`config.mk`:
```
export PLATFORM = sky130hd
export DESIGN_NAME = asp_port
export DESIGN_NICKNAME = d
export VERILOG_FILES = /design/src/pkg/asp_pkg.sv /design/src/logic/asp_port.sv
export SDC_FILE = /design/constraint.sdc
export NUM_CORES = 1
export LEC_CHECK = 0
export BUFFER_PORTS_ARGS = -buffer_cell sky130_fd_sc_hd__buf_4
export CAP_MARGIN = 25
export CORE_MARGIN = 2
export CORE_UTILIZATION = 30
export DETAILED_ROUTE_END_ITERATION = 7
export MAX_ROUTING_LAYER = met4
export PLACE_DENSITY_LB_ADDON = 0.1
export SYNTH_ARGS = -nofsm -noshare
export SYNTH_HDL_FRONTEND = slang
export SYNTH_SLANG_ARGS = --single-unit
export TNS_END_PERCENT = 10
```
`constraint.sdc`:
```
create_clock -name mclk -period 6.52 [get_ports mclk]
set_input_delay 1.304 -clock mclk [delete_from_list [all_inputs] [get_ports mclk]]
set_output_delay 1.304 -clock mclk [all_outputs]
set_load 0.01 [all_outputs]
```
`src/pkg/asp_pkg.sv`:
```
// shared types and constants for the audio serial port
package asp_pkg;
  typedef enum logic [1:0] {ASP_FMT_LJ, ASP_FMT_RJ, ASP_FMT_I2S, ASP_FMT_DSP} asp_fmt_t;
  typedef enum logic [1:0] {ASP_WL16, ASP_WL20, ASP_WL24, ASP_WL32} asp_wlen_t;
  localparam logic [8:0] ASP_BITS16 = 9'h010;
  localparam logic [8:0] ASP_BITS20 = 9'h014;
  localparam logic [8:0] ASP_BITS24 = 9'h018;
  localparam logic [8:0] ASP_BITS32 = 9'h020;
  localparam logic [8:0] ASP_RES_BITS = 9'h018;
  localparam logic [8:0] ASP_LEN_RST = 9'h020;
  localparam logic [8:0] ASP_POS_RST = 9'h000;
  localparam logic [7:0] ASP_DIV_RST = 8'h00;
  localparam int ASP_SYNC_STAGES = 2;
  typedef struct packed {
    logic clock_master_select;
    asp_fmt_t fmt;
    asp_wlen_t wlen;
    logic frame_polarity_select;
    logic tdm_en;
    logic tdm_slot;
    logic [7:0] bclk_div;
    logic [7:0] half_bclks;
  } asp_cfg_t;
  typedef struct packed {
    logic [23:0] left;
    logic [23:0] right;
  } asp_stereo_t;
  typedef struct packed {
    logic hit;
    logic ch;
    logic [8:0] idx;
  } asp_hit_t;
endpackage

```
`src/logic/asp_port.sv`:
```
// audio serial port: clocking, framing, capture transmit, playback receive
// Functional notes
// [RULE1] four lines: capture out, playback in, frame clock, bit clock
// [RULE2] master drives both clocks; slave takes both from outside
// [RULE3] one master-select bit chooses internal or external clocks
// [RULE4] left-justified, right-justified, I2S and DSP, all MSB first
// [RULE5] slot multiplexing offered in every format, word length and mode; right-justified second slot carries no data
// [RULE6] multiplexed: send and receive in one of two slots per frame
// [RULE7] mono PCM uses DSP format
// [RULE8] 24-bit samples; in 32-bit words low 8 bits ignored, not driven (the code drives them low unless tdm_en is set)
// [RULE9] master bit clock divided from system clock by programmable divider
// [RULE10] clock edges and data at fixed, repeatable relative positions
// [RULE11] MSB on first rising edge (left-justified) or second (I2S)
// [RULE12] right-justified: LSB on last rising edge before frame edge
// [RULE13] DSP: MSB on first (mode B) or second (mode A) edge, right follows
// [RULE14] multiplexed: data output released before and after own slot
// [RULE15] master frame clock counted from bit clocks, one per sample
// [RULE16] launch on falling bit-clock edge, sample on rising edge
module asp_port (
  // clock and reset
  input wire logic mclk,
  input wire logic rst_b,
  // configuration
  input asp_pkg::asp_cfg_t cfg,
  // capture samples toward the link
  input asp_pkg::asp_stereo_t capture_frame,
  output logic capture_taken,
  // playback samples from the link
  output asp_pkg::asp_stereo_t playback_frame,
  output logic playback_valid,
  // bit clock pin
  input wire logic bclk_in,
  output logic bclk_out,
  output logic bclk_oe,
  // frame clock pin
  input wire logic lrclk_in,
  output logic lrclk_out,
  output logic lrclk_oe,
  // data pins
  input wire logic playback_serial_in,
  output logic capture_serial_out,
  output logic capture_serial_oe
);
  import asp_pkg::*;

  logic [1:0] rst_pipe;
  logic rst_sync_b;
  logic [ASP_SYNC_STAGES-1:0] bclk_sync;
  logic [ASP_SYNC_STAGES-1:0] lrclk_sync;
  logic [ASP_SYNC_STAGES-1:0] din_sync;
  logic bclk_last;
  logic master, dsp, left_level, toggle_ev, rise_ev, fall_ev, lr_now, lr_last, bnd;
  logic cch, ch, nch, nstart;
  logic [7:0] divcnt, div_m1;
  logic [8:0] pos, cpos, npos, meas, len, wbits;
  asp_hit_t rx_map, tx_map;
  asp_stereo_t tx_hold, tx_src, rx_word;

  // reset release through two flip-flops
  always_ff @(posedge mclk or negedge rst_b) begin
    if (!rst_b) begin
      rst_pipe <= 2'b00;
    end else begin
      rst_pipe <= {rst_pipe[0], 1'b1};
    end
  end
  assign rst_sync_b = rst_pipe[1];

  // [RULE1] pin synchronisers
  always_ff @(posedge mclk or negedge rst_sync_b) begin
    if (!rst_sync_b) begin
      bclk_sync <= '0;
      lrclk_sync <= '0;
      din_sync <= '0;
      bclk_last <= 1'b0;
    end else begin
      bclk_sync <= {bclk_sync[0], bclk_in};
      lrclk_sync <= {lrclk_sync[0], lrclk_in};
      din_sync <= {din_sync[0], playback_serial_in};
      bclk_last <= bclk_sync[1];
    end
  end

  assign master = cfg.clock_master_select;
  assign dsp = (cfg.fmt == ASP_FMT_DSP);
  assign left_level = (cfg.fmt != ASP_FMT_I2S);
  // [RULE2] clock pin direction
  assign bclk_oe = master;
  assign lrclk_oe = master;

  always_comb begin
    case (cfg.wlen)
      ASP_WL16: wbits = ASP_BITS16;
      ASP_WL20: wbits = ASP_BITS20;
      ASP_WL24: wbits = ASP_BITS24;
      default: wbits = ASP_BITS32;
    endcase
  end

  // [RULE9] bit clock divider
  assign div_m1 = (cfg.bclk_div == ASP_DIV_RST) ? ASP_DIV_RST : cfg.bclk_div - 8'h01;
  assign toggle_ev = master && (divcnt >= div_m1);
  always_ff @(posedge mclk or negedge rst_sync_b) begin
    if (!rst_sync_b) begin
      divcnt <= ASP_DIV_RST;
      bclk_out <= 1'b0;
    end else if (!master) begin
      divcnt <= ASP_DIV_RST;
      bclk_out <= 1'b0;
    end else if (toggle_ev) begin
      divcnt <= ASP_DIV_RST;
      bclk_out <= ~bclk_out;
    end else begin
      divcnt <= divcnt + 8'h01;
    end
  end

  // [RULE3] edge source chosen by master select
  assign rise_ev = master ? (toggle_ev && !bclk_out) : (bclk_sync[1] && !bclk_last);
  assign fall_ev = master ? (toggle_ev && bclk_out) : (!bclk_sync[1] && bclk_last);
  assign lr_now = master ? lrclk_out : lrclk_sync[1];
  assign bnd = dsp ? (lr_now && !lr_last) : (lr_now != lr_last);
  assign cch = dsp ? 1'b0 : (lr_now != left_level);
  assign cpos = bnd ? ASP_POS_RST : pos + 9'h001;
  // [RULE15] channel length in bit clocks (whole frame in DSP)
  assign len = !master ? meas : (dsp ? {cfg.half_bclks, 1'b0} : {1'b0, cfg.half_bclks});
  assign npos = (pos + 9'h001 >= len) ? ASP_POS_RST : pos + 9'h001;
  assign nch = (npos == ASP_POS_RST) ? (dsp ? 1'b0 : ~ch) : ch;
  assign nstart = (npos == ASP_POS_RST) && !nch;

  // [RULE10] position counter
  always_ff @(posedge mclk or negedge rst_sync_b) begin
    if (!rst_sync_b) begin
      pos <= ASP_POS_RST;
      ch <= 1'b0;
      lr_last <= 1'b0;
      meas <= ASP_LEN_RST;
    end else if (rise_ev) begin
      pos <= cpos;
      ch <= cch;
      lr_last <= lr_now;
      if (bnd && !master) begin
        meas <= pos + 9'h001;
      end
    end
  end

  // [RULE15] master frame clock
  always_ff @(posedge mclk or negedge rst_sync_b) begin
    if (!rst_sync_b) begin
      lrclk_out <= 1'b0;
    end else if (!master) begin
      lrclk_out <= 1'b0;
    end else if (fall_ev) begin
      lrclk_out <= dsp ? (npos == ASP_POS_RST) : (nch ^ left_level);
    end
  end

  // [RULE4] slot and bit mapping, MSB first
  function automatic asp_hit_t map_bit(input logic [8:0] p, input logic c);
    logic [8:0] base;
    logic [8:0] rel;
    asp_hit_t r;
    base = ASP_POS_RST;
    rel = ASP_POS_RST;
    r.hit = 1'b0;
    r.ch = c;
    r.idx = ASP_POS_RST;
    case (cfg.fmt)
      // [RULE11] left-justified and I2S offsets
      ASP_FMT_LJ: base = ASP_POS_RST;
      ASP_FMT_I2S: base = 9'h001;
      // [RULE12] right-justified end alignment
      ASP_FMT_RJ: base = (len >= wbits) ? len - wbits : ASP_POS_RST;
      // [RULE13] mode A or B offset
      default: base = cfg.frame_polarity_select ? ASP_POS_RST : 9'h001;
    endcase
    // [RULE5] [RULE6] second slot offset
    if (cfg.tdm_en && cfg.tdm_slot) begin
      base = base + (dsp ? {wbits[7:0], 1'b0} : wbits);
    end
    if (p >= base) begin
      rel = p - base;
      if (dsp) begin
        if (rel < {wbits[7:0], 1'b0}) begin
          r.hit = 1'b1;
          r.ch = (rel >= wbits);
          r.idx = (rel >= wbits) ? rel - wbits : rel;
        end
      end else if (rel < wbits) begin
        r.hit = 1'b1;
        r.idx = rel;
      end
    end
    return r;
  endfunction

  always_comb begin
    rx_map = map_bit(cpos, cch);
    tx_map = map_bit(npos, nch);
  end
  assign tx_src = nstart ? capture_frame : tx_hold;

  // [RULE7] capture sample latched at frame start
  always_ff @(posedge mclk or negedge rst_sync_b) begin
    if (!rst_sync_b) begin
      tx_hold <= '0;
      capture_taken <= 1'b0;
    end else begin
      capture_taken <= fall_ev && nstart;
      if (fall_ev && nstart) begin
        tx_hold <= capture_frame;
      end
    end
  end

  // [RULE16] launch on falling edge
  always_ff @(posedge mclk or negedge rst_sync_b) begin
    if (!rst_sync_b) begin
      capture_serial_out <= 1'b0;
      capture_serial_oe <= 1'b0;
    end else if (fall_ev) begin
      // [RULE8] only 24 bits carry data; other bits driven low unless tdm_en
      if (tx_map.hit && tx_map.idx < ASP_RES_BITS) begin
        capture_serial_out <= tx_map.ch ? tx_src.right[5'd23 - tx_map.idx[4:0]]
                                        : tx_src.left[5'd23 - tx_map.idx[4:0]];
        capture_serial_oe <= 1'b1;
      end else begin
        capture_serial_out <= 1'b0;
        // [RULE14] release outside own slot
        capture_serial_oe <= !cfg.tdm_en;
      end
    end
  end

  // [RULE16] sample on rising edge
  always_ff @(posedge mclk or negedge rst_sync_b) begin
    if (!rst_sync_b) begin
      rx_word <= '0;
      playback_frame <= '0;
      playback_valid <= 1'b0;
    end else begin
      playback_valid <= rise_ev && bnd && !cch;
      if (rise_ev && bnd && !cch) begin
        playback_frame <= rx_word;
      end
      // [RULE8] low bits of long words ignored
      if (rise_ev && rx_map.hit && rx_map.idx < ASP_RES_BITS) begin
        if (rx_map.ch) begin
          rx_word.right[5'd23 - rx_map.idx[4:0]] <= din_sync[1];
        end else begin
          rx_word.left[5'd23 - rx_map.idx[4:0]] <= din_sync[1];
        end
      end
    end
  end

  // checking helpers
  logic [9:0] gap;
  logic gap_ok;
  always_ff @(posedge mclk or negedge rst_sync_b) begin
    if (!rst_sync_b) begin
      gap <= 10'h000;
      gap_ok <= 1'b0;
    end else begin
      gap <= rise_ev ? 10'h000 : gap + 10'h001;
      gap_ok <= master && (gap_ok || rise_ev);
    end
  end

  slave_clk_off_a: assert property (@(posedge mclk) disable iff (!rst_sync_b) // [RULE2]
    !master |-> !bclk_oe && !lrclk_oe ##1 (master || !bclk_out))
    else $error("clock pins driven in slave mode");
  bclk_period_a: assert property (@(posedge mclk) disable iff (!rst_sync_b) // [RULE9]
    master && gap_ok && rise_ev && $stable(cfg) |-> gap == {1'b0, div_m1, 1'b1})
    else $error("bit clock period does not match divider");
  frame_count_a: assert property (@(posedge mclk) disable iff (!rst_sync_b) // [RULE15]
    master && rise_ev && bnd && $stable(cfg) && pos != ASP_POS_RST |-> pos + 9'h001 == len)
    else $error("frame length differs from programmed count");
  lj_msb_a: assert property (@(posedge mclk) disable iff (!rst_sync_b) // [RULE11]
    capture_taken && cfg.fmt == ASP_FMT_LJ && !cfg.tdm_en
      |-> capture_serial_out == tx_hold.left[23])
    else $error("left-justified MSB not launched at frame start");
  low_bits_a: assert property (@(posedge mclk) disable iff (!rst_sync_b) // [RULE8]
    fall_ev && cfg.tdm_en && tx_map.hit && tx_map.idx >= ASP_RES_BITS |=> !capture_serial_oe)
    else $error("bits below 24 driven");
  tdm_release_a: assert property (@(posedge mclk) disable iff (!rst_sync_b) // [RULE14]
    fall_ev && cfg.tdm_en && !tx_map.hit |=> !capture_serial_oe && !capture_serial_out)
    else $error("data line held outside own slot");
  launch_edge_a: assert property (@(posedge mclk) disable iff (!rst_sync_b) // [RULE16]
    $changed(capture_serial_out) |-> $past(fall_ev))
    else $error("data changed away from falling edge");
  dsp_pulse_a: assert property (@(posedge mclk) disable iff (!rst_sync_b) // [RULE13]
    master && dsp && $rose(lrclk_out) |=> !capture_taken [*1] ##0 lrclk_out)
    else $error("frame pulse shorter than one bit clock");
endmodule // asp_port

```
# After elaboration in Yosys (flattened, before gate mapping)
# Cells that the tools add are included.
[totals]
register_bits = 187
inputBits = 77
out_inout_bits = 56
word_cells = 147
[classes]
add_sub_neg = 11
magnitude_cmp = 16
eq_ne = 10
mux = 53
n_bitwise = 4
n_reduce_logical = 31
[ops]
columns = ["operator", "count"]
rows = [
  ["9-bit two-way mux", 13],
  ["9-bit >= comparator", 6],
  ["24-bit bitwise mux", 2],
  ["48-bit two-way mux", 1],
  ["9-bit subtractor", 5],
  ["11-bit two-way mux", 4],
  ["9-bit < comparator", 4],
  ["9-bit case mux with 3 select lines", 1],
  ["1-bit two-way mux", 25],
  ["8-bit two-way mux", 3],
  ["9-bit by 5-bit < comparator with 1-bit output, second input constant", 2],
  ["6-bit case mux with 3 select lines", 1],
  ["1-bit logical AND", 16],
  ["5-bit by 6-bit < comparator with 1-bit output, second input constant", 2],
  ["1-bit binary-select mux with 5-bit select", 2],
  ["5-bit subtractor, first input constant", 2],
  ["9-bit by 1-bit adder with 9-bit output, second input constant", 1],
  ["9-bit adder", 1],
  ["9-bit logical NOT", 1],
  ["8-bit by 1-bit adder with 8-bit output, second input constant", 1],
  ["8-bit >= comparator", 1],
  ["1-bit logical NOT", 8],
  ["8-bit logical NOT", 1],
  ["8-bit by 1-bit subtractor with 8-bit output, second input constant", 1],
  ["11 further kinds", 21],
]

# Longest topological paths before layout
# Gate-level depths: netlist of run 1.
[depth]
word_depth = 20
mapped_depth = 44

# Least setup slack after synthesis of run 1
# No wires, ideal clock.
[synth_path]
path_kind = "input-to-reg"
from = "in cfg[21] (netlist name)"
to = "reg capture_serial_out"
setup_ps = 95
t_arrival_ps = 8973
path_slack_ps = -2549
path_stages = 42
path_buffers = 3
cell_sequence = "buf_6 -> nand2_4 -> clkinv_4 -> clkbuf_1 -> mux2i_1 -> a21o_1 -> inv_1 -> ha_1 -> nand2_1 -> or4_4 -> a31oi_1 -> nor2b_1 -> ha_1 -> inv_1 -> fa_1 -> nor2_1 -> a21oi_1 -> ha_1 -> [... 6 more ...] -> ha_1 -> o21a_1 -> o31a_1 -> or4b_2 -> nand2_1 -> nand2_1 -> nor2_1 -> nor4_1 -> a21oi_1 -> nor3b_1 -> a41oi_1 -> nor2_1 -> ha_1 -> a2111oi_0 -> nand3_1 -> a2111oi_0 -> a211oi_1 -> o31ai_1"
[synth_between]
elab_chain_cells = 19
[synth_rtl]
columns = ["element", "line_no", "text"]
rows = [
  ["start, declared", "asp_port.sv:24", "input asp_pkg::asp_cfg_t cfg,"],
  ["2-bit == test", "asp_port.sv:85", "assign dsp = (cfg.fmt == ASP_FMT_DSP);"],
  ["9-bit two-way mux (2 in series)", "asp_port.sv:126", "assign len = !master ? meas : (dsp ? {cfg.half_bclks, 1'b0} : {1'b0, cfg.half_bclks});"],
  ["9-bit subtractor / 9-bit >= comparator (equally long branches)", "asp_port.sv:174", "ASP_FMT_RJ: base = (len >= wbits) ? len - wbits : ASP_POS_RST;"],
  ["9-bit two-way mux", "asp_port.sv:174", ""],
  ["9-bit case mux with 3 select lines", "asp_port.sv:169", "case (cfg.fmt)"],
  ["9-bit adder", "asp_port.sv:180", "base = base + (dsp ? {wbits[7:0], 1'b0} : wbits);"],
  ["9-bit two-way mux", "asp_port.sv:179", "if (cfg.tdm_en && cfg.tdm_slot) begin"],
  ["9-bit subtractor", "asp_port.sv:183", "rel = p - base;"],
  ["[... 2 more ...]", "-", ""],
  ["11-bit two-way mux", "asp_port.sv:185", "if (rel < {wbits[7:0], 1'b0}) begin"],
  ["9-bit two-way mux", "asp_port.sv:184", "if (dsp) begin"],
  ["11-bit two-way mux", "asp_port.sv:182", "if (p >= base) begin"],
  ["5-bit subtractor", "asp_port.sv:225, asp_port.sv:226", ""],
  ["1-bit binary-select mux with 5-bit select, on equally long branches", "asp_port.sv:226, asp_port.sv:225", ""],
  ["1-bit two-way mux, on equally long branches", "asp_port.sv:226, asp_port.sv:225", ""],
  ["1-bit two-way mux", "asp_port.sv:225", "capture_serial_out <= tx_map.ch ? tx_src.right[5'd23 - tx_map.idx[4:0]]"],
  ["1-bit two-way mux (*)", "asp_port.sv:224", "if (tx_map.hit && tx_map.idx < ASP_RES_BITS) begin"],
  ["end signal, assigned", "asp_port.sv:225", ""],
  ["end, declared", "asp_port.sv:41", "output logic capture_serial_out,"],
]
# Mark *: on every way between the ends. The rest lies on a longest branch, timed or not. The select of a mux whose other input is x is not followed.
# A chain may end at the register's enable or synchronous reset.

# Worst setup path in the final report of run 1
[layout_path]
from = "in cfg[22] (netlist name)"
to = "reg capture_serial_out"
# Same word-level chain as after synthesis.

==> qor.yml, run 1 <==
run_status:
  outcome: "complete, but fails checks"
  violations: "setup timing"
floorplanning:
  row_count: 73
  die-height_um: 204.1
  fp.dieArea_sq_um: 41650
  io-pin-count: 133
  initial_core_util_pct: 30.30
  core_area_sq_um: 39640
  die-width_um: 204.1
pwr:
  total_leakage_power_nw: 8.266
  power_density_nw_per_um2: 344.7
  maximum_vdd_ir_drop_mv: 0.2595
finish:
  design.final.nets: 1775
  final_layout_size_suffix_gt1_share_pct: 40.99
  flow.area_growth_from_synthesis_pct: 39.79
  regArea_sq_um: 4684
  layout.filler_cells: 3949
  multi_input_area_sq_um: 7470
  antenna-diode-count: 0
clock_tree:
  htree_num_levels: 4
  clkSinkCount: 187
  cts-root-buf: "sky130_fd_sc_hd__clkbuf_16"
  tritoncts_buffer_count: 17
  hold_buffers: 0
  cts.clk_slew.worst_paths_ns: 0.08
  largest_buffer_count_on_any_clock_path: 2
  clk-insertion-delay-late_ns: 0.45
  tritoncts: "done"
synthesis:
  yosys_warnings: 0
  yosys.area.top_type: "sky130_fd_sc_hd__dfrtp_1"
  syn-instance-count: 1267
  yosysUniqueCellTypes: 93
  async_s_r_ff_share_synth_pct: 100.0
  synth_seq_area_share_pct: 38.97
  synth_top_area_share_pct: 38.75
  synth.top_cells.by_area: "sky130_fd_sc_hd__dfrtp_1 (39%), sky130_fd_sc_hd__mux2_2 (9.6%), sky130_fd_sc_hd__nand2_1 (6.7%)"
  postSynthRegisterBits: 187
  postSynth.topFlopCell: "sky130_fd_sc_hd__dfrtp_1"
  mapped_avg_cell_area_sq_um: 9.480
  synth_enable_flop_cells: 0
  nets_in_the_synthesized_netlist: 1413
  syn-cell-area_sq_um: 12010
sta:
  worst_slew_slack_as_a_fraction_of_its_limit_pct: 39.53
  final_max_slew_viol_count: 0
  fin_hold_ws_ns: 0.3490
  finalWorstPathRequiredPeriod_ns: 7.410
  finalCritPeriodShare_pct: 113.6
  setup_tns_ns: -31.20
  max_freq_ghz: 0.1350
  tightestPinTransition_ns: 0.9070
  setup-violations-final: 50
  report.final.hold_viol_count: 0
  finClkSkew_ns: 0.01792
  rsz0062_at_grt: "true"
  timing.final.ws_setup_ns: -0.8897
critical_path:
  critical-path-top-cell-by-count: "sky130_fd_sc_hd__ha_1"
  crit_buf_inv: 5
  critPathTopFamily: "compound AO/OA/AOI/OAI gates"
  critPathKind: "primary input to flop"
  worstPathArrival_ns: 7.73
  setup.worst_path.start_class: "primary input"
  critical_path_sink_type: "flop"
  worstPathMaxFanout: 5
  cpPeakStageDelay_ns: 0.57
  required_ns: 6.84
  critPathSlowestCell: "sky130_fd_sc_hd__or4b_4"
grt:
  number_of_antenna_violations_at_the_first_check_in_global_routing: 0
  grt_start_max_net_pins: 105
  globalRouteTotalUtil_pct: 18.41
  grt_first_pass_wirelength_um: 58320
  via_count_of_the_first_global_routing_pass: 10610
  grt_remaining_overflow: 0
route:
  route.detailed.vias_per_inst: 4.798
  vias: 10400
  final_antenna_net_count: 0
  drc_errors: 0
  detailedRoute.firstPassIterationCount: 5
  drtIter0Drc: 458
  routed_wire_length_per_instance_um: 16.62
  totalWireLength_um: 36020
job:
  drv.max_cap_violation_count: 0
hold_path:
  min_path_type: "flop to asynchronous set/reset pin"
placed_design:
  port_buffers: 132
  dp.final_hpwl_um: 27360
  replace_congestion: 0.8439
cell type report:
class / count / area share (%)
Inverter: 49 / 1.170
Timing Repair Buffer: 404 / 18.74
Sequential cell: 187 / 27.90
Clock buffer: 19 / 2.697
Clock inverter: 13 / 1.095
Tap cell: 525 / 3.912
Multi-Input combinational cell: 970 / 44.49
stage by stage:
stage	setup WS, ns	cell area, sq um	power, mW	utilization, %	cells
after detailed placement	-1.600	15510	4.434	39.12	2112
final	-0.8897	16790	5.788	42.36	2167
after floorplan	-1.581	12230	3.146	-	1267
after CTS	-0.8583	16550	5.777	41.74	2159
after global routing	-1.352	16790	6.217	42.36	2167
after global placement	-1.524	15510	4.417	39.12	2112
cells in the final DEF (no fill, tap or decap), types with 8 or more instances in the layout:
cell type,count
sky130_fd_sc_hd__mux2i_1,50
sky130_fd_sc_hd__a31oi_1,13
sky130_fd_sc_hd__nand2b_1,13
sky130_fd_sc_hd__mux2_4,15
sky130_fd_sc_hd__nand3_1,35
sky130_fd_sc_hd__ha_1,55
sky130_fd_sc_hd__nor3_1,27
sky130_fd_sc_hd__nor2b_1,21
sky130_fd_sc_hd__nand4_1,14
sky130_fd_sc_hd__a21oi_1,42
sky130_fd_sc_hd__xor2_1,12
sky130_fd_sc_hd__buf_4,390
sky130_fd_sc_hd__a211oi_1,8
sky130_fd_sc_hd__o21ai_0,29
sky130_fd_sc_hd__mux2_2,98
sky130_fd_sc_hd__nand2_1,202
sky130_fd_sc_hd__xnor2_1,23
sky130_fd_sc_hd__nand2_2,11
sky130_fd_sc_hd__nor2_1,79
sky130_fd_sc_hd__ha_4,8
sky130_fd_sc_hd__a21oi_2,9
sky130_fd_sc_hd__inv_1,44
sky130_fd_sc_hd__dfrtp_1,185
sky130_fd_sc_hd__clkbuf_16,18
metal layers:
| layer | vias to the layer above | GRT usage, % | part of all wire [%] |
|---|---|---|---|
| met5 | - | - | 0 |
| met1 | 5041 | 25.30 | 50 |
| met4 | 0 | 4.451 | 1.4 |
| li1 | 5206 | - | - |
| met2 | 125 | 28.68 | 46 |
| met3 | 25 | 2.503 | 2.3 |
synth_stat cells (all sizes together) (9+ instances only):
cell type	number
buf	16
nor3	28
a31oi	14
a211oi	13
a21oi	53
nor2	88
and2	9
nand3	43
mux2	113
o21ai	34
nand2b	14
nand4	14
inv	48
xnor2	25
mux2i	52
xor2	13
nor4	11
clkbuf	45
nand2	215
dfrtp	186
ha	63
nor2b	24
cell families after synthesis:
logic type / count (synthesis) / synth area share, %
DFF: 187 / 38.97
other: 1 / 0.03122
adders and majority gates: 71 / 7.729
muxes: 167 / 15.30
and+or+nand+nor: 498 / 20.15
xor gates and xnor gates: 38 / 2.771
buffers and inverters: 110 / 3.864
AOI/OAI and AO/OA: 195 / 11.19
path summary, 6_finish.rpt:
path                          startpoint                  to  slack (ns)  cells past startpoint
max                              cfg[22]  capture_serial_out       -0.89                     33
max reg2reg                      meas[5]  capture_serial_out       -0.13                     33
min reg2reg                  rst_pipe[1]          tx_hold[6]        0.35                      0
min                          rst_pipe[1]          tx_hold[6]        0.35                      0
max in group asynchronous    rst_pipe[1]         rx_word[31]        5.13                      1
min in group mclk          lrclk_sync[0]       lrclk_sync[1]        0.35                      0
registers in the layout (all words and copies together) (netlist names):
name,count
bclk_last,1
bclk_out,1
bclk_sync,2
capture_serial_oe,1
capture_serial_out,1
capture_taken,1
ch,1
din_sync,2
divcnt,8
lr_last,1
lrclk_out,1
lrclk_sync,2
meas,9
playback_frame,48
playback_valid,1
pos,9
rst_pipe,2
rx_word,48
tx_hold,48
power breakdown:
group,internal [mW],switching (mW)
Combinational,1.63,1.56
Clock,0.666,0.488
Sequential,1.35,0.103
Total,3.64,2.15
timing repair:
item                                    CTS  global route
gates resized for setup                  59            41
pin swaps                                32            24
gates cloned                              0             1
endpoints found under the setup margin   50            50
buffers inserted                         16             8
Power figures use the tool's default switching activity.
==> run 2: changes to the inputs <==
Settings changed: PLACE_DENSITY set to 0.45, PLACE_DENSITY_LB_ADDON 0.1 to not set.
==> run 2 against run 1 <==
  * The flow still finishes with violations (setup timing)
  * Clock power is 10% lower
  * Clock-buffer cell count is 1 lower
  * Via count is 0.15% higher
  * Critical path depth is 2 higher
  * Critical path type unchanged
  * Largest cell class unchanged
==> qor.yml, run 2 (synthesis results as in run 1) <==
run_status:
  outcome: "complete, but fails checks"
  violations: "setup timing"
critical_path:
  worstPathArrival_ns: 7.85
  critical_path_sink_type: "flop"
  required_ns: 6.86
  worstPathMaxFanout: 5
  cpPeakStageDelay_ns: 0.53
  crit_buf_inv: 6
  critPathTopFamily: "simple AND/OR/NAND/NOR gates"
  critPathSlowestCell: "sky130_fd_sc_hd__or4_4"
  critPathKind: "primary input to flop"
  setup.worst_path.start_class: "primary input"
sta:
  timing.final.ws_setup_ns: -0.9833
  finClkSkew_ns: 0.02164
  worst_slew_slack_as_a_fraction_of_its_limit_pct: 50.23
  tightestPinTransition_ns: 0.7465
  finalWorstPathRequiredPeriod_ns: 7.503
  setup-violations-final: 50
  max_freq_ghz: 0.1333
  report.final.hold_viol_count: 0
  rsz0062_at_grt: "true"
  finalCritPeriodShare_pct: 115.1
  final_max_slew_viol_count: 0
placed_design:
  dp.final_hpwl_um: 27130
  port_buffers: 132
  dpl_worst_slack_ns: -1.523
  place.detailed.instances: 2107
  dpl-instance-area_sq_um: 15470
  replace_congestion: 0.8535
grt:
  grt_first_pass_wirelength_um: 57910
  number_of_antenna_violations_at_the_first_check_in_global_routing: 0
  globalRouteTotalUtil_pct: 18.15
  via_count_of_the_first_global_routing_pass: 10720
  grt_start_max_net_pins: 74
  grt_remaining_overflow: 0
route:
  final_antenna_net_count: 0
  route.detailed.vias_per_inst: 4.834
  drtIter0Drc: 501
  vias: 10410
  detailedRoute.firstPassIterationCount: 4
  drc_errors: 0
  totalWireLength_um: 35680
  routed_wire_length_per_instance_um: 16.56
clock_tree:
  tritoncts_buffer_count: 17
  clkSinkCount: 187
  cts.clk_slew.worst_paths_ns: 0.08
  cts-root-buf: "sky130_fd_sc_hd__clkbuf_16"
  largest_buffer_count_on_any_clock_path: 2
  hold_buffers: 0
  clk-insertion-delay-late_ns: 0.47
  htree_num_levels: 4
  tritoncts: "done"
finish:
  mostFrequentLayoutCells: "sky130_fd_sc_hd__buf_4 (381), sky130_fd_sc_hd__nand2_1 (210), sky130_fd_sc_hd__dfrtp_1 (185)"
  layout.cell_area.non_filler_sq_um: 16530
  multi_input_area_sq_um: 7382
  antenna-diode-count: 0
  stdcell_count: 2154
  biggestRegsByFlops: "playback_frame x48, rx_word x48, tx_hold x48"
  layout.filler_cells: 4017
  final_layout_size_suffix_gt1_share_pct: 38.67
  design.final.nets: 1762
  final_common_cell: "sky130_fd_sc_hd__buf_4"
  flow.area_growth_from_synthesis_pct: 37.65
  regArea_sq_um: 4684
floorplanning:
  io-pin-count: 133
  die-height_um: 204.1
  die-width_um: 204.1
  initial_core_util_pct: 30.30
  core_area_sq_um: 39640
  fp.dieArea_sq_um: 41650
  row_count: 73
pwr:
  maximum_vdd_ir_drop_mv: 0.2813
  total_power_mw: 5.659
  power_density_nw_per_um2: 342.2
  total_leakage_power_nw: 8.154
  power.share.sequential_pct: 25.7
  pwr-share-clk_pct: 18.1
  power_frac_comb_pct: 56.1
  switching_share_pct: 38.34
  internal_power_mw: 3.489
  power_switching_mw: 2.170
job:
  drv.max_cap_violation_count: 0
hold_path:
  min_path_type: "flop to flop"
run 2: power by group through the flow:
stage | Combinational [mW] | Clock, mW | Sequential [mW]
6_report | 3.18 | 1.03 | 1.46
5_1_grt | 3.51 | 1.11 | 1.48
4_1_cts | 3.07 | 1.06 | 1.46
3_5_place_dp | 2.97 | 0 | 1.48
3_3_place_gp | 2.95 | 0 | 1.47
2_1_floorplan | 1.69 | 0 | 1.46
run 2: routing by layer:
metal | track usage, % | vias up | wire, um
met3 | 2.774 | 33 | 1044
met4 | 4.270 | 0 | 511
met5 | - | - | 0
met1 | 24.72 | 5038 | 17580
li1 | - | 5193 | -
met2 | 28.38 | 149 | 16550
run 2: area by class of cell:
cell class / instances / share of cell area (%)
multi-input combinational: 970 / 44.65
sequential: 187 / 28.33
timing repair buffer: 391 / 18.47
tap: 525 / 3.973
clock buffer: 18 / 2.596
inverter: 49 / 1.188
clock inverter: 14 / 0.7946
run 2: path summary, 6_finish.rpt:
kind,startpoint,end,slack (ns),depth (start not counted)
worst max-delay path,cfg[21],rx_word[30],-0.98,35
max in group asynchronous,rst_pipe[1],rx_word[10],5.06,2
worst max register to register,meas[5],rx_word[30],-0.20,32
worst min register to register,lrclk_sync[0],lrclk_sync[1],0.35,0
min in group asynchronous,rst_pipe[1],meas[4],0.37,0
worst min-delay path,lrclk_sync[0],lrclk_sync[1],0.35,0
run 2: metrics by stage:
| step | TNS [ns] | utilization (%) | hold WS, ns |
|---|---|---|---|
| after floorplan | -67.99 | - | 0.3312 |
| after detailed placement | -67.25 | 39.03 | 0.3370 |
| after CTS | -37.78 | 40.87 | 0.3557 |
| after global placement | -65.04 | 39.03 | 0.3371 |
| after global routing | -64.76 | 41.71 | 0.3612 |
| final | -42.97 | 41.71 | 0.3519 |
run 2: repair_timing:
item                                    in CTS  in global routing
pin swaps                                   10                 32
gates resized for setup                     28                 42
buffers inserted                             4                  8
endpoints found under the setup margin      50                 50
gates cloned                                 0                  0
==> run 3: changes to the inputs <==
Settings changed: ABC_AREA set to 1.
Clock period 6.52 ns to 7.96 ns, I/O delays scaled along.
==> run 3 against run 2 <==
  * The flow now finishes without violations
  * Area after synthesis shrank 0.36%
  * Final cell count rose by 9.8%
  * Combinational power decreased by 34%
  * Clock power shrank 8%
  * Core utilization shrank 5.2 points
  * Sequential share of layout area increased by 4.2 points
  * Setup slack improved by 1.7 ns
  * Largest cell class unchanged
  * Global-route usage fell by 0.41 points
  * Flip-flop and latch count stayed put
  * Synthesized cell count is 34% higher
==> qor.yml, run 3 <==
placed_design:
  place.detailed.instances: 2331
  dp.final_hpwl_um: 25040
  port_buffers: 132
  replace_congestion: 0.8989
  dpl-instance-area_sq_um: 13670
synthesis:
  yosys_warnings: 0
  syn-instance-count: 1699
  synth.top_cells.by_area: "sky130_fd_sc_hd__dfrtp_1 (39%), sky130_fd_sc_hd__nand2_1 (20%), sky130_fd_sc_hd__ha_1 (6.6%)"
  synth_seq_area_share_pct: 39.11
  synth_enable_flop_cells: 0
  yosysUniqueCellTypes: 52
  mapped_avg_cell_area_sq_um: 7.044
  async_s_r_ff_share_synth_pct: 100.0
  yosys.area.top_type: "sky130_fd_sc_hd__dfrtp_1"
  synth_top_area_share_pct: 38.89
  nets_in_the_synthesized_netlist: 1845
  postSynthRegisterBits: 187
  syn-cell-area_sq_um: 11970
  synth_top_cells_by_count: "sky130_fd_sc_hd__nand2_1 (651), sky130_fd_sc_hd__dfrtp_1 (186), sky130_fd_sc_hd__inv_1 (166)"
  synthMostInstantiatedCell: "sky130_fd_sc_hd__nand2_1"
  postSynth.topFlopCell: "sky130_fd_sc_hd__dfrtp_1"
floorplanning:
  core_area_sq_um: 39550
  die-width_um: 203.7
  fp.dieArea_sq_um: 41510
  row_count: 73
  io-pin-count: 133
  die-height_um: 203.7
  initial_core_util_pct: 30.26
sta:
  tightestPinTransition_ns: 0.9292
  finClkSkew_ns: 0.01764
  setup-violations-final: 0
  report.final.hold_viol_count: 0
  finalCritPeriodShare_pct: 90.68
  max_freq_ghz: 0.1385
  finalWorstPathRequiredPeriod_ns: 7.218
  final_max_slew_viol_count: 0
  worst_slew_slack_as_a_fraction_of_its_limit_pct: 38.05
route:
  final_antenna_net_count: 0
  drtIter0Drc: 720
  route.detailed.vias_per_inst: 4.611
  route.met2.wl_um: 15310
  met1_length_um: 17500
  vias: 10910
  totalWireLength_um: 34260
  drc_errors: 0
  detailedRoute.firstPassIterationCount: 8
  topRoutingLayerUsed: "met4"
  routed_wire_length_per_instance_um: 14.49
  met3RoutedLength_um: 1012
finish:
  antenna-diode-count: 0
  final_common_cell: "sky130_fd_sc_hd__nand2_1"
  regArea_sq_um: 4686
  final_util_pct: 36.47
  layout.filler_cells: 4225
  layout.cell_area.non_filler_sq_um: 14420
  final_layout_size_suffix_gt1_share_pct: 15.49
  mostFrequentLayoutCells: "sky130_fd_sc_hd__nand2_1 (649), sky130_fd_sc_hd__dfrtp_1 (184), sky130_fd_sc_hd__inv_1 (165), sky130_fd_sc_hd__buf_4 (165), sky130_fd_sc_hd__o21ai_0 (140)"
  multi_input_area_sq_um: 6446
  biggestRegsByFlops: "playback_frame x48, rx_word x48, tx_hold x48"
  stdcell_count: 2365
  flow.area_growth_from_synthesis_pct: 20.52
  design.final.nets: 1973
critical_path:
  critical_path_sink_type: "flop"
  cpPeakStageDelay_ns: 0.40
  rr_worst_depth: 36
  worstReg2RegStart: "pos[0]"
  setup.worst_path.start_class: "primary input"
  critPathKind: "primary input to flop"
  critPathTopFamily: "simple AND/OR/NAND/NOR gates"
  worstPathMaxFanout: 22
  critPathSlowestCell: "sky130_fd_sc_hd__ha_1"
  rr_endpoint: "capture_serial_out"
  required_ns: 8.31
  worstPathArrival_ns: 7.57
  crit_buf_inv: 5
  critical-path-top-cell-by-count: "sky130_fd_sc_hd__nand2_1"
  regToRegSetupSlack_ns: 1.48
clock_tree:
  tritoncts_buffer_count: 17
  largest_buffer_count_on_any_clock_path: 2
  clkSinkCount: 187
  cts.clk_slew.worst_paths_ns: 0.07
  htree_num_levels: 4
  cts-root-buf: "sky130_fd_sc_hd__clkbuf_16"
  clk-insertion-delay-late_ns: 0.46
  tritoncts: "done"
hold_path:
  holdCritStartpoint: "lrclk_sync[0]"
  hold_path_depth: 0
  holdPathEnd: "lrclk_sync[1]"
  min_path_type: "flop to flop"
pwr:
  power_density_nw_per_um2: 291.9
  total_leakage_power_nw: 7.547
  maximum_vdd_ir_drop_mv: 0.1688
grt:
  grt_start_max_net_pins: 131
  grt_remaining_overflow: 0
  globalRouteTotalUtil_pct: 17.74
  grt_first_pass_wirelength_um: 56520
  number_of_antenna_violations_at_the_first_check_in_global_routing: 0
  via_count_of_the_first_global_routing_pass: 10590
run_status:
  outcome: "completed"
job:
  drv.max_cap_violation_count: 0
-- run 3: cell types whose count changed in the layout (fill, tap and decap cells not counted), moves of 19 or more --
cell and change:
sky130_fd_sc_hd__nand3_1 +86, sky130_fd_sc_hd__xnor2_1 -21, sky130_fd_sc_hd__mux2i_1 -50, sky130_fd_sc_hd__nand2_1 +439, sky130_fd_sc_hd__nor2_2 +19, sky130_fd_sc_hd__inv_1 +120, sky130_fd_sc_hd__nor2b_1 -21, sky130_fd_sc_hd__o21ai_0 +114
sky130_fd_sc_hd__buf_4 -216, sky130_fd_sc_hd__mux2_2 -101
-- run 3: layout make-up --
class	instances	share of cell area, %
Multi-Input combinational cell	1278	44.69
Clock inverter	14	1.423
Tap cell	525	4.554
Sequential cell	187	32.49
Timing Repair Buffer	170	9.282
Clock buffer	18	3.045
Inverter	173	4.519
-- run 3: power breakdown --
part | switching (mW) | internal [mW] | total (mW)
clock | 0.430 | 0.518 | 0.948
sequential | 0.0654 | 1.11 | 1.18
combinational | 1.32 | 0.767 | 2.09
total | 1.81 | 2.40 | 4.21
-- run 3: per-layer routing --
metal / global-route usage (%) / vias up
li1: - / 5660
met1: 24.51 / 5065
met2: 27.21 / 149
met3: 2.557 / 31
met4: 4.536 / 0
met5: - / -
-- run 3: per-stage QoR --
step	total power, mW	setup TNS (ns)	hold WS [ns]	setup slack (ns)
floorplan	2.660	0	0.3312	0.5695
global placement	3.244	-0.1773	0.3378	-0.1773
detailed placement	3.252	-0.2421	0.3355	-0.1525
CTS	4.231	0	0.3531	0.3125
global route	4.642	-0.04535	0.3601	-0.01927
finish	4.210	0	0.3514	0.7420
-- run 3: kinds of logic (layout without fill, tap and decap cells) --
family,Yosys count,count (layout),share of synthesized area [%]
xor gates and xnor gates,24,24,1.756
DFF,187,187,39.11
AOI/OAI and AO/OA,210,210,9.263
other,1,1,0.03133
and+or+nand+nor,973,973,34.20
buffers and inverters,234,375,7.967
adders and majority gates,69,69,7.590
muxes,1,1,0.08364
-- run 3: timing repair --
| action | in CTS | in global routing |
|---|---|---|
| hold buffers | 0 | 0 |
| endpoints found under the setup margin | 0 | 50 |
| setup buffers | 0 | 2 |
| resized for setup | 0 | 32 |
-- run 3: how the worst max path moves through the flow --
| stage | startpoint | end | slack (ns) | cells after the start |
|---|---|---|---|---|
| CTS | cfg[22] | capture_serial_out | 0.31 | 45 |
| floorplan | cfg[22] | rx_word[10] | 0.57 | 46 |
| detailed placement | cfg[22] | capture_serial_out | -0.15 | 45 |
| finish | cfg[22] | capture_serial_out | 0.74 | 47 |
| global route | cfg[22] | rx_word[46] | -0.02 | 44 |
| global placement | cfg[21] | capture_serial_out | -0.18 | 45 |
